## config.mk

```make
export PLATFORM = sky130hd
export DESIGN_NAME = sras_slave
export DESIGN_NICKNAME = d
export VERILOG_FILES = /design/src/pkg/sras_pkg.sv /design/src/design/sras_sync.sv /design/src/design/sras_slave.sv
export VERILOG_INCLUDE_DIRS = /design/src /design/src/pkg
export SDC_FILE = /design/constraint.sdc
export NUM_CORES = 1
export LEC_CHECK = 0
export BUFFER_PORTS_ARGS = -buffer_cell sky130_fd_sc_hd__buf_2
export CORE_MARGIN = 4
export CORE_UTILIZATION = 35
export CTS_CLUSTER_DIAMETER = 60
export DETAILED_ROUTE_END_ITERATION = 16
export PLACE_DENSITY = 0.55
export SLEW_MARGIN = 40
export SYNTH_ARGS = -nofsm -noshare
export SYNTH_HDL_FRONTEND = slang
export SYNTH_HIERARCHICAL = 1
export SYNTH_SLANG_ARGS = --single-unit
export TNS_END_PERCENT = 100
```

## constraint.sdc

```tcl
create_clock -name core_clk -period 2.5 [get_ports core_clk]
set_input_delay 0 -clock core_clk [delete_from_list [all_inputs] [get_ports core_clk]]
set_output_delay 0 -clock core_clk [all_outputs]
set_load 0.1 [all_outputs]
```

## src/pkg/sras_defs.svh

```systemverilog
`ifndef SRAS_DEFS_SVH
`define SRAS_DEFS_SVH

// Command word layout
`define SRAS_WORD_BITS    16
`define SRAS_ADDR_BITS    10
`define SRAS_EN_MSB       15
`define SRAS_EN_LSB       11
`define SRAS_EN_PATTERN   5'h1C
`define SRAS_RW_BIT       10
`define SRAS_ADDR_MSB     9
`define SRAS_RW_READ      1'h1

// Pointer limit and bit counting
`define SRAS_ADDR_MAX     1023
`define SRAS_CNT_BITS     4
`define SRAS_CNT_LAST     4'hF
`define SRAS_CNT_ONE      4'h1

// Synchroniser reset image: sclk low, chip select high, data low
`define SRAS_SYNC_BITS    3
`define SRAS_SYNC_RST     3'h2

`endif

```

## src/pkg/sras_pkg.sv

```systemverilog
`include "sras_defs.svh"

package sras_pkg;

    typedef enum logic [2:0] {
        SRAS_IDLE,
        SRAS_CMD,
        SRAS_WRITE,
        SRAS_READ,
        SRAS_IGNORE
    } sras_state_t;

    typedef struct packed {
        logic [`SRAS_ADDR_BITS-1:0] addr;
        logic [`SRAS_WORD_BITS-1:0] data;
    } sras_wr_t;

endpackage : sras_pkg

```

## src/design/sras_sync.sv

```systemverilog
`timescale 1ns/1ps

module sras_sync #(
    parameter int                 WIDTH     = 1,
    parameter logic [WIDTH-1:0]   RESET_VAL = '0
) (
    // Clock and reset
    input  wire logic             core_clk,
    input  wire logic             rst_n,
    // Asynchronous in, synchronous out
    input  wire logic [WIDTH-1:0] async_in,
    output logic      [WIDTH-1:0] sync_out
);

    logic [WIDTH-1:0] stage1;

    // First stage feeds only the second
    always_ff @(posedge core_clk or negedge rst_n) begin
        if (!rst_n) begin
            stage1   <= RESET_VAL;
            sync_out <= RESET_VAL;
        end else begin
            stage1   <= async_in;
            sync_out <= stage1;
        end
    end

endmodule : sras_sync

```

## src/design/sras_slave.sv

```systemverilog
// Function
// - Command bits 15..11 must be 11100 or transaction is refused.
// - Command bit 10: one reads, zero writes.
// - Command bits 9..0 give the starting register address.
// - Input sampled on rising sclk, output changed on falling sclk.
// - Write: data words follow; first goes to the commanded address.
// - Each further write word goes to the next register.
// - Writes stop at chip select high or pointer maximum; no wrap, excess dropped.
// - Works whether sclk idles high or low between writes.
// - First read bit driven on first falling edge after command.
// - Read words keep streaming while the master clocks.
// - Chip select high ends a read and stops output.
// - At pointer maximum, reads repeat the last register.
`timescale 1ns/1ps
`include "sras_defs.svh"

module sras_slave #(
    parameter int unsigned MAX_ADDR = `SRAS_ADDR_MAX
) (
    // Clock and reset
    input  wire logic                        core_clk,
    input  wire logic                        rst_n,
    // Serial pins
    input  wire logic                        spi_sclk,
    input  wire logic                        spi_cs_n,
    input  wire logic                        spi_sdi,
    output logic                             spi_sdo,
    output logic                             spi_sdo_oe,
    // Register file write port
    output logic                             reg_wr,
    output sras_pkg::sras_wr_t               reg_wr_req,
    // Register file read port
    output logic                             reg_rd,
    output logic [`SRAS_ADDR_BITS-1:0]       reg_rd_addr,
    input  wire logic [`SRAS_WORD_BITS-1:0]  reg_rdata
);

    if (MAX_ADDR >= (1 << `SRAS_ADDR_BITS)) begin : g_bad_max
        $error("MAX_ADDR exceeds the address field");
    end

    localparam logic [`SRAS_ADDR_BITS-1:0] MAX_PTR = `SRAS_ADDR_BITS'(MAX_ADDR);

    // A start address above the maximum also saturates, so the pointer can never wrap
    function automatic logic at_max(input logic [`SRAS_ADDR_BITS-1:0] ptr);
        return ptr >= MAX_PTR;
    endfunction : at_max

    function automatic logic cmd_enabled(input logic [`SRAS_WORD_BITS-1:0] word);
        return word[`SRAS_EN_MSB:`SRAS_EN_LSB] == `SRAS_EN_PATTERN;
    endfunction : cmd_enabled

    logic [`SRAS_SYNC_BITS-1:0] pins_s;
    logic                       sclk_s;
    logic                       cs_n_s;
    logic                       sdi_s;
    logic                       sclk_q;
    logic                       rise;
    logic                       fall;
    logic                       last_bit;

    sras_pkg::sras_state_t      state;
    logic [`SRAS_CNT_BITS-1:0]  bit_cnt;
    logic [`SRAS_WORD_BITS-1:0] in_shift;
    logic [`SRAS_WORD_BITS-1:0] next_word;
    logic [`SRAS_WORD_BITS-1:0] out_shift;
    logic                       ptr_full;

    // Pins cross into the core clock
    sras_sync #(
        .WIDTH     (`SRAS_SYNC_BITS),
        .RESET_VAL (`SRAS_SYNC_RST)
    ) u_sync (
        .core_clk (core_clk),
        .rst_n    (rst_n),
        .async_in ({spi_sclk, spi_cs_n, spi_sdi}),
        .sync_out (pins_s)
    );

    assign {sclk_s, cs_n_s, sdi_s} = pins_s;

    always_ff @(posedge core_clk or negedge rst_n) begin
        if (!rst_n) begin
            sclk_q <= 1'b0;
        end else begin
            sclk_q <= sclk_s;
        end
    end

    // Edges only count while selected, so sclk idle level is irrelevant
    assign rise      = !cs_n_s && sclk_s && !sclk_q;
    assign fall      = !cs_n_s && !sclk_s && sclk_q;
    assign last_bit  = bit_cnt == `SRAS_CNT_LAST;
    assign next_word = {in_shift[`SRAS_WORD_BITS-2:0], sdi_s};

    // Transaction sequencing
    always_ff @(posedge core_clk or negedge rst_n) begin
        if (!rst_n) begin
            state <= sras_pkg::SRAS_IDLE;
        end else if (cs_n_s) begin
            state <= sras_pkg::SRAS_IDLE;
        end else begin
            case (state)
                sras_pkg::SRAS_IDLE: begin
                    state <= sras_pkg::SRAS_CMD;
                end
                sras_pkg::SRAS_CMD: begin
                    if (rise && last_bit) begin
                        if (!cmd_enabled(next_word)) begin
                            state <= sras_pkg::SRAS_IGNORE;
                        end else if (next_word[`SRAS_RW_BIT] == `SRAS_RW_READ) begin
                            state <= sras_pkg::SRAS_READ;
                        end else begin
                            state <= sras_pkg::SRAS_WRITE;
                        end
                    end
                end
                default: begin
                    state <= state;
                end
            endcase
        end
    end

    // Bit counter wraps every sixteen rising edges
    always_ff @(posedge core_clk or negedge rst_n) begin
        if (!rst_n) begin
            bit_cnt <= '0;
        end else if (state == sras_pkg::SRAS_IDLE) begin
            bit_cnt <= '0;
        end else if (rise) begin
            bit_cnt <= `SRAS_CNT_BITS'(bit_cnt + `SRAS_CNT_ONE);
        end
    end

    always_ff @(posedge core_clk or negedge rst_n) begin
        if (!rst_n) begin
            in_shift <= '0;
        end else if (rise) begin
            in_shift <= next_word;
        end
    end

    // Address pointer; saturates instead of wrapping
    always_ff @(posedge core_clk or negedge rst_n) begin
        if (!rst_n) begin
            reg_rd_addr <= '0;
            ptr_full    <= 1'b0;
        end else if (state == sras_pkg::SRAS_IDLE) begin
            ptr_full    <= 1'b0;
        end else if (rise && last_bit) begin
            case (state)
                sras_pkg::SRAS_CMD: begin
                    reg_rd_addr <= next_word[`SRAS_ADDR_MSB:0];
                end
                sras_pkg::SRAS_WRITE, sras_pkg::SRAS_READ: begin
                    if (at_max(reg_rd_addr)) begin
                        ptr_full <= 1'b1;
                    end else begin
                        reg_rd_addr <= `SRAS_ADDR_BITS'(reg_rd_addr + 1'b1);
                    end
                end
                default: begin
                    reg_rd_addr <= reg_rd_addr;
                end
            endcase
        end
    end

    // Write strobe; words past the maximum are dropped
    always_ff @(posedge core_clk or negedge rst_n) begin
        if (!rst_n) begin
            reg_wr     <= 1'b0;
            reg_wr_req <= '0;
        end else begin
            reg_wr <= rise && last_bit && state == sras_pkg::SRAS_WRITE
                      && !ptr_full;
            if (rise && last_bit && state == sras_pkg::SRAS_WRITE) begin
                reg_wr_req.addr <= reg_rd_addr;
                reg_wr_req.data <= next_word;
            end
        end
    end

    // Read fetch: one pulse per read word, raised on the same edge that loads the pointer.
    // The pointer is already stable when the pulse is seen.
    always_ff @(posedge core_clk or negedge rst_n) begin
        if (!rst_n) begin
            reg_rd <= 1'b0;
        end else if (cs_n_s) begin
            reg_rd <= 1'b0;
        end else begin
            reg_rd <= rise && last_bit
                      && ((state == sras_pkg::SRAS_CMD
                           && cmd_enabled(next_word)
                           && next_word[`SRAS_RW_BIT] == `SRAS_RW_READ)
                          || state == sras_pkg::SRAS_READ);
        end
    end

    // Serial output; released while deselected or not reading
    always_ff @(posedge core_clk or negedge rst_n) begin
        if (!rst_n) begin
            out_shift  <= '0;
            spi_sdo    <= 1'b0;
            spi_sdo_oe <= 1'b0;
        end else if (cs_n_s) begin
            spi_sdo    <= 1'b0;
            spi_sdo_oe <= 1'b0;
        end else if (reg_rd) begin
            out_shift  <= reg_rdata;
        end else if (fall && state == sras_pkg::SRAS_READ) begin
            spi_sdo    <= out_shift[`SRAS_WORD_BITS-1];
            spi_sdo_oe <= 1'b1;
            out_shift  <= {out_shift[`SRAS_WORD_BITS-2:0], 1'b0};
        end
    end

endmodule : sras_slave

```

==> metrics.json, run 1 <==
{
  "ys_seq_area_share": {"value": 58.0, "unit": "%"},
  "post-route-period-util": {"value": 82.7, "unit": "%"},
  "standard_cell_rows": {"value": 37},
  "firstDrtPassIters": {"value": 4},
  "yosysUniqueCellTypes": {"value": 44},
  "seq_power_share": {"value": 58.9, "unit": "%"},
  "most_frequent_standard_cell_in_the_layout_excluding_fill_and_tap_cells": {"value": "dfrtp_1"},
  "top_level_ports": {"value": 61},
  "area.growth.synth_to_final": {"value": 22.0, "unit": "%"},
  "postSynthNetCount": {"value": 342},
  "wire_per_inst": {"value": 14.3, "unit": "um"},
  "setup.worst_path.class": {"value": "reg -> reg"},
  "drt_first_iter_violations": {"value": 92},
  "fillers": {"value": 974},
  "detail_route.drc_violations": {"value": 0},
  "drv_slew": {"value": 0},
  "route.antenna.remaining_nets": {"value": 0},
  "setup-tns-final": {"value": 0, "unit": "ps"},
  "cts_post_setup_buffers_inserted": {"value": 0},
  "total_leakage_power": {"value": 2.28, "unit": "nW"},
  "cts_buffers": {"value": 9},
  "synth_area_per_cell": {"value": 11.6, "unit": "sq um"},
  "grt_start_max_net_pins": {"value": 47},
  "async_sr_flop_fraction": {"value": 100, "unit": "%"},
  "layout.cell_area.non_filler": {"value": 4530, "unit": "sq um"},
  "min_delay_path_class": {"value": "in -> reg"},
  "first_pass_grt_wire_length": {"value": 13.5, "unit": "mm"},
  "critPathLaunchType": {"value": "flop"},
  "finalHoldViolCount": {"value": 0},
  "cell_internal_pwr": {"value": 1.86, "unit": "mW"},
  "totalWireLength": {"value": 7.71, "unit": "mm"},
  "worst_slew_margin_rel": {"value": 55.0, "unit": "%"},
  "clkPwrFrac": {"value": 35.7, "unit": "%"},
  "placed_cell_area": {"value": 4190, "unit": "sq um"},
  "synth_top_flop_cell": {"value": "dfrtp_1"},
  "post_route_cells_drive_above_1_share": {"value": 36.0, "unit": "%"},
  "antenna_found_initial": {"value": 0},
  "p_per_area": {"value": 554, "unit": "nW/um^2"},
  "rrSetupSlack": {"value": 430, "unit": "ps"},
  "timing.critical_path.cells": {"value": "or3b_1 -> or2_1 -> nor3_4 -> buf_12 -> mux2_2"},
  "viasPerCell": {"value": 4.93},
  "placeableCoreArea": {"value": 10300, "unit": "sq um"},
  "clk_pin_slew": {"value": 90, "unit": "ps"},
  "required_time_of_the_worst_setup_path": {"value": 2740, "unit": "ps"},
  "layout.cells.most_common_list": {"value": "84 x dfrtp_1, 62 x nand2_1, 59 x buf_2"},
  "rsz0062_at_grt": {"value": "false"},
  "ir_drop": {"value": 0.000279, "unit": "V"},
  "finalClockSkew": {"value": 11.3, "unit": "ps"},
  "fp.dieArea": {"value": 12300, "unit": "sq um"},
  "final_critical_delay_including_setup_and_external_delays": {"value": 2070, "unit": "ps"},
  "setup-violations-final": {"value": 0},
  "worstSkewPairLatency": {"value": 350, "unit": "ps"},
  "power.share.switching": {"value": 25.8, "unit": "%"},
  "nets": {"value": 421},
  "final.setup.worst_slack": {"value": 432, "unit": "ps"},
  "highest_clock_rate": {"value": 0.483, "unit": "GHz"},
  "timing.critical_path.to_type": {"value": "flop"},
  "net-switching-power": {"value": 0.648, "unit": "mW"},
  "dieWidth": {"value": 111, "unit": "um"},
  "cell_taking_the_most_area_after_synthesis": {"value": "dfrtp_1"},
  "worst_path_dominant_cell_family": {"value": "simple AND/OR/NAND/NOR gates"},
  "post_cts_resized": {"value": 0},
  "preCtsSetupSlack": {"value": 440, "unit": "ps"},
  "max-clock-path-buffers": {"value": 2},
  "dp_hpwl": {"value": 5.23, "unit": "mm"},
  "final_util": {"value": 43.9, "unit": "%"},
  "path_buf_inv": {"value": 1},
  "outcome": {"value": "finished clean"},
  "io_buffer_count": {"value": 60},
  "yosysTopAreaCellShare": {"value": 56.6, "unit": "%"},
  "crit_fanout": {"value": 26},
  "fraction_of_power_consumed_by_combinational_cells": {"value": 5.4, "unit": "%"},
  "netlist_top_cells_area": {"value": "dfrtp_1 57%, mux2_2 16%, nand2_1 6.3%, a31oi_1 1.5%, dfstp_2 1.4%"},
  "clk_root_buffer_cell": {"value": "clkbuf_8"},
  "post_cts_hold_buffer_count": {"value": 16},
  "max-cap-violations": {"value": 0},
  "cts_sinks": {"value": 86},
  "initial_core_util": {"value": 36.0, "unit": "%"},
  "first_global_vias": {"value": 2648},
  "ys_seq_elements": {"value": 86},
  "synthesis.area": {"value": 3720, "unit": "sq um"},
  "routabilityCongestion": {"value": 0.779},
  "cts_tree": {"value": "done"},
  "tightest_slew": {"value": 672, "unit": "ps"},
  "detailroute.via_count": {"value": 2657},
  "synth_cells": {"value": 319},
  "worst_path_max_delay_cell": {"value": "dfstp_2"},
  "die_y": {"value": 111, "unit": "um"},
  "grt_remaining_overflow": {"value": 0},
  "whs": {"value": 17.3, "unit": "ps"},
  "finalPower": {"value": 2.51, "unit": "mW"},
  "placedCellCount": {"value": 507},
  "synthesis.yosys.warnings": {"value": 6},
  "timing.critical_path.slowest_cell_delay": {"value": 430, "unit": "ps"},
  "final_cell_count_no_fill": {"value": 539},
  "clock_tree.htree_level_count": {"value": 3},
  "count_of_flip_flops_with_a_built_in_enable_after_synthesis": {"value": 0},
  "grtUsageTotal": {"value": 13.3, "unit": "%"},
  "cp.arrival": {"value": 2310, "unit": "ps"},
  "num_antenna_cells": {"value": 0}
}
## power groups by stage
stage | clock [mW] | combinational (mW) | sequential [mW]
after floorplan | 0 | 0.0604 | 1.48
after global placement | 0 | 0.114 | 1.51
after detailed placement | 0 | 0.117 | 1.51
after CTS | 0.940 | 0.137 | 1.48
after global routing | 0.983 | 0.155 | 1.49
final | 0.897 | 0.135 | 1.48
## state kept, by name, summed over array words and instances, names as in the netlist
| name | cells |
|---|---|
| bit_cnt | 4 |
| in_shift | 15 |
| out_shift | 16 |
| ptr_full | 1 |
| reg_rd | 1 |
| reg_rd_addr | 10 |
| reg_wr | 1 |
| reg_wr_req | 26 |
| sclk_q | 1 |
| spi_sdo | 1 |
| spi_sdo_oe | 1 |
| state | 3 |
| u_sync/stage1 | 3 |
| u_sync/sync_out | 3 |
## routing by layer
metal / vias to the layer above / global-route usage [%] / routed length, um
li1: 1277 / - / -
met5: - / 0 / 0
met2: 66 / 19.4 / 3360
met4: 0 / 4.70 / 128
met1: 1305 / 19.1 / 3770
met3: 9 / 3.49 / 451
## cell usage after synthesis, types with 3 or more instances
cell       n
nor3_1     6
o211ai_1   3
nand2_1   62
o22ai_1    3
buf_6      4
clkbuf_1  10
a31oi_1    9
mux2_2    54
nor4_1     3
nor2_1    13
nor3b_1    3
inv_1      7
a21oi_1    8
nand3_1    5
dfrtp_1   84
o21ai_0    6
nand4_1    5
## cell type report
cell class                 instances  area (sq um)  area share (%)
sequential                        86          2150            47.5
tap                              136           170            3.75
multi-input combinational        208          1440            31.8
clock buffer                       9           124            2.73
clock inverter                     7          55.1            1.21
inverter                           7          26.3           0.580
timing repair buffer              86           563            12.4
## worst register-to-register path, stage by stage (launching register included)
cell and delay (ps):
dfstp_2 430, or3b_1 410, or2_1 330, nor3_4 220, buf_12 220, mux2_2 370
## final timing paths
kind / from / to / cells after the start
max reg2reg: u_sync/sync_out[1] / reg_wr_req[9] / 5
min: reg_rdata[7] / out_shift[7] / 3
min in group asynchronous: rst_n / reg_wr_req[22] / 2
min reg2reg: u_sync/stage1[0] / u_sync/sync_out[0] / 0
max: u_sync/sync_out[1] / reg_wr_req[9] / 5
max in group asynchronous: rst_n / state[1] / 3
## kinds of logic (layout without fill, tap and decap cells)
kind of cell,Yosys count,after routing,synth area share [%]
compound gates,39,39,6.87
simple gates,108,108,13.4
buf+inv,25,109,3.40
mux,56,56,16.9
xor+xnor,3,3,0.707
flops,86,86,58.0
fa+ha+maj,2,2,0.673
Power figures use the tool's default switching activity.
==> run 2, diff against run 1 <==
Clock period 2.5 ns to 1.8 ns, I/O delays scaled along.
==> metrics.json, run 2 (synthesis gave the netlist of run 1 again) <==
{
  "antenna_found_initial": {"value": 0},
  "num_antenna_cells": {"value": 0},
  "ir_drop": {"value": 0.000439, "unit": "V"},
  "cp.arrival": {"value": 2150, "unit": "ps"},
  "placedCellCount": {"value": 521},
  "most_frequent_standard_cell_in_the_layout_excluding_fill_and_tap_cells": {"value": "dfrtp_1"},
  "clk_pin_slew": {"value": 80, "unit": "ps"},
  "first_global_vias": {"value": 2747},
  "totalWireLength": {"value": 8.36, "unit": "mm"},
  "p_per_area": {"value": 741, "unit": "nW/um^2"},
  "reg.largest.list": {"value": "reg_wr_req (26), out_shift (16), in_shift (15)"},
  "setup-tns-final": {"value": -2160, "unit": "ps"},
  "final_cell_count_no_fill": {"value": 554},
  "area.sequential": {"value": 2180, "unit": "sq um"},
  "standard_cell_rows": {"value": 37},
  "drt_first_iter_violations": {"value": 114},
  "crit_fanout": {"value": 5},
  "layout.cells.most_common_list": {"value": "73 x dfrtp_1, 62 x nand2_1, 59 x buf_2"},
  "grtUsageTotal": {"value": 13.9, "unit": "%"},
  "first_pass_grt_wire_length": {"value": 14.0, "unit": "mm"},
  "post-route-period-util": {"value": 106, "unit": "%"},
  "area.growth.synth_to_final": {"value": 30.2, "unit": "%"},
  "initial_core_util": {"value": 36.0, "unit": "%"},
  "detail_route.drc_violations": {"value": 0},
  "rsz0062_at_grt": {"value": "true"},
  "largest_register_ff_count": {"value": 26},
  "area_occupied_by_multi_input_gates": {"value": 1540, "unit": "sq um"},
  "firstDrtPassIters": {"value": 4},
  "violations": {"value": "negative setup slack"},
  "regMostFlops": {"value": "reg_wr_req"},
  "finalPower": {"value": 3.59, "unit": "mW"},
  "timing.critical_path.to_type": {"value": "flop"},
  "io_buffer_count": {"value": 60},
  "worst_slew_margin_rel": {"value": 67.0, "unit": "%"},
  "min_delay_path_class": {"value": "in -> reg"},
  "total_leakage_power": {"value": 2.38, "unit": "nW"},
  "highest_clock_rate": {"value": 0.525, "unit": "GHz"},
  "setup.worst_path.class": {"value": "reg -> reg"},
  "die_y": {"value": 111, "unit": "um"},
  "grt_start_max_net_pins": {"value": 50},
  "outcome": {"value": "complete, but fails checks"},
  "top_level_ports": {"value": 61},
  "cts_buffers": {"value": 9},
  "nets": {"value": 436},
  "clk_root_buffer_cell": {"value": "clkbuf_8"},
  "viasPerCell": {"value": 4.96},
  "worst_path_max_delay_cell": {"value": "or3b_4"},
  "max-cap-violations": {"value": 0},
  "routabilityCongestion": {"value": 0.804},
  "final.setup.worst_slack": {"value": -105, "unit": "ps"},
  "max-clock-path-buffers": {"value": 2},
  "final_critical_delay_including_setup_and_external_delays": {"value": 1910, "unit": "ps"},
  "fp.dieArea": {"value": 12300, "unit": "sq um"},
  "wire_per_inst": {"value": 15.1, "unit": "um"},
  "route.antenna.remaining_nets": {"value": 0},
  "cts_sinks": {"value": 86},
  "whs": {"value": 7.84, "unit": "ps"},
  "critPathLaunchType": {"value": "flop"},
  "dieWidth": {"value": 111, "unit": "um"},
  "tightest_slew": {"value": 491, "unit": "ps"},
  "required_time_of_the_worst_setup_path": {"value": 2040, "unit": "ps"},
  "post_route_cells_drive_above_1_share": {"value": 43.3, "unit": "%"},
  "timing.critical_path.cells": {"value": "or3b_4 -> or2_4 -> nor3_4 -> buf_4 -> buf_6 -> mux2_2"},
  "timing.critical_path.slowest_cell_delay": {"value": 400, "unit": "ps"},
  "finalHoldViolCount": {"value": 0},
  "dp_hpwl": {"value": 5.72, "unit": "mm"},
  "fillers": {"value": 963},
  "detailroute.via_count": {"value": 2750},
  "grt_remaining_overflow": {"value": 0},
  "drv_slew": {"value": 0},
  "cts_tree": {"value": "done"},
  "finalClockSkew": {"value": 9.71, "unit": "ps"},
  "worstSkewPairLatency": {"value": 360, "unit": "ps"},
  "clock_tree.htree_level_count": {"value": 3},
  "preCtsSetupSlack": {"value": -122, "unit": "ps"},
  "placeableCoreArea": {"value": 10300, "unit": "sq um"},
  "setup-violations-final": {"value": 26}
}
run 2: final timing paths:
| check | end | startpoint | cells past startpoint | slack, ps |
|---|---|---|---|---|
| setup / recovery | reg_wr_req[19] | sclk_q | 6 | -110 |
| hold / removal | out_shift[8] | reg_rdata[8] | 3 | 8 |
| setup reg to reg | reg_wr_req[19] | sclk_q | 6 | -110 |
| hold reg to reg | u_sync/sync_out[0] | u_sync/stage1[0] | 0 | 360 |
| max in group asynchronous | u_sync/stage1[1] | rst_n | 3 | 1100 |
| min in group asynchronous | reg_rd_addr[4] | rst_n | 2 | 90 |
run 2: metal layers:
| layer | up-vias | share of wire [%] | track usage (%) |
|---|---|---|---|
| li1 | 1303 | - | - |
| met1 | 1365 | 44 | 18.8 |
| met2 | 71 | 49 | 21.9 |
| met3 | 11 | 5.1 | 3.17 |
| met4 | 0 | 1.6 | 5.35 |
| met5 | - | 0 | 0 |
run 2: critical path, delay by kind of cell, from the launching register on:
| family | cells | cell delay (ps) |
|---|---|---|
| flops | 1 | 380 |
| buf+inv | 2 | 280 |
| simple gates | 3 | 790 |
| mux | 1 | 330 |
run 2: final cells by class:
cell class,instances,share of cell area (%)
clock buffer,13,3.08
timing repair buffer,101,15.1
clock inverter,3,0.905
multi-input combinational,208,31.9
tap,136,3.52
inverter,7,0.543
sequential,86,45.0
run 2: report_power, final:
group	total, mW	switching [mW]	internal, mW	leakage (nW)
registers	2.05	0.0653	1.99	1.15
logic	0.198	0.108	0.0900	1.13
clock network	1.34	0.654	0.682	0.0976
run 2: timing repair:
item | in CTS | in global routing
buffers inserted | 2 | 1
gates cloned | 1 | 2
setup endpoints to repair | 26 | 39
pin swaps | 0 | 4
hold buffers | 12 | 0
resized for setup | 5 | 18
hold endpoints to repair | 95 | 0
run 2: stage by stage:
stage | area (sq um) | utilization [%]
2_1_floorplan | 3800 | -
3_3_place_gp | 4360 | 42.2
3_5_place_dp | 4360 | 42.2
4_1_cts | 4710 | 45.6
5_1_grt | 4840 | 46.9
6_report | 4840 | 46.9
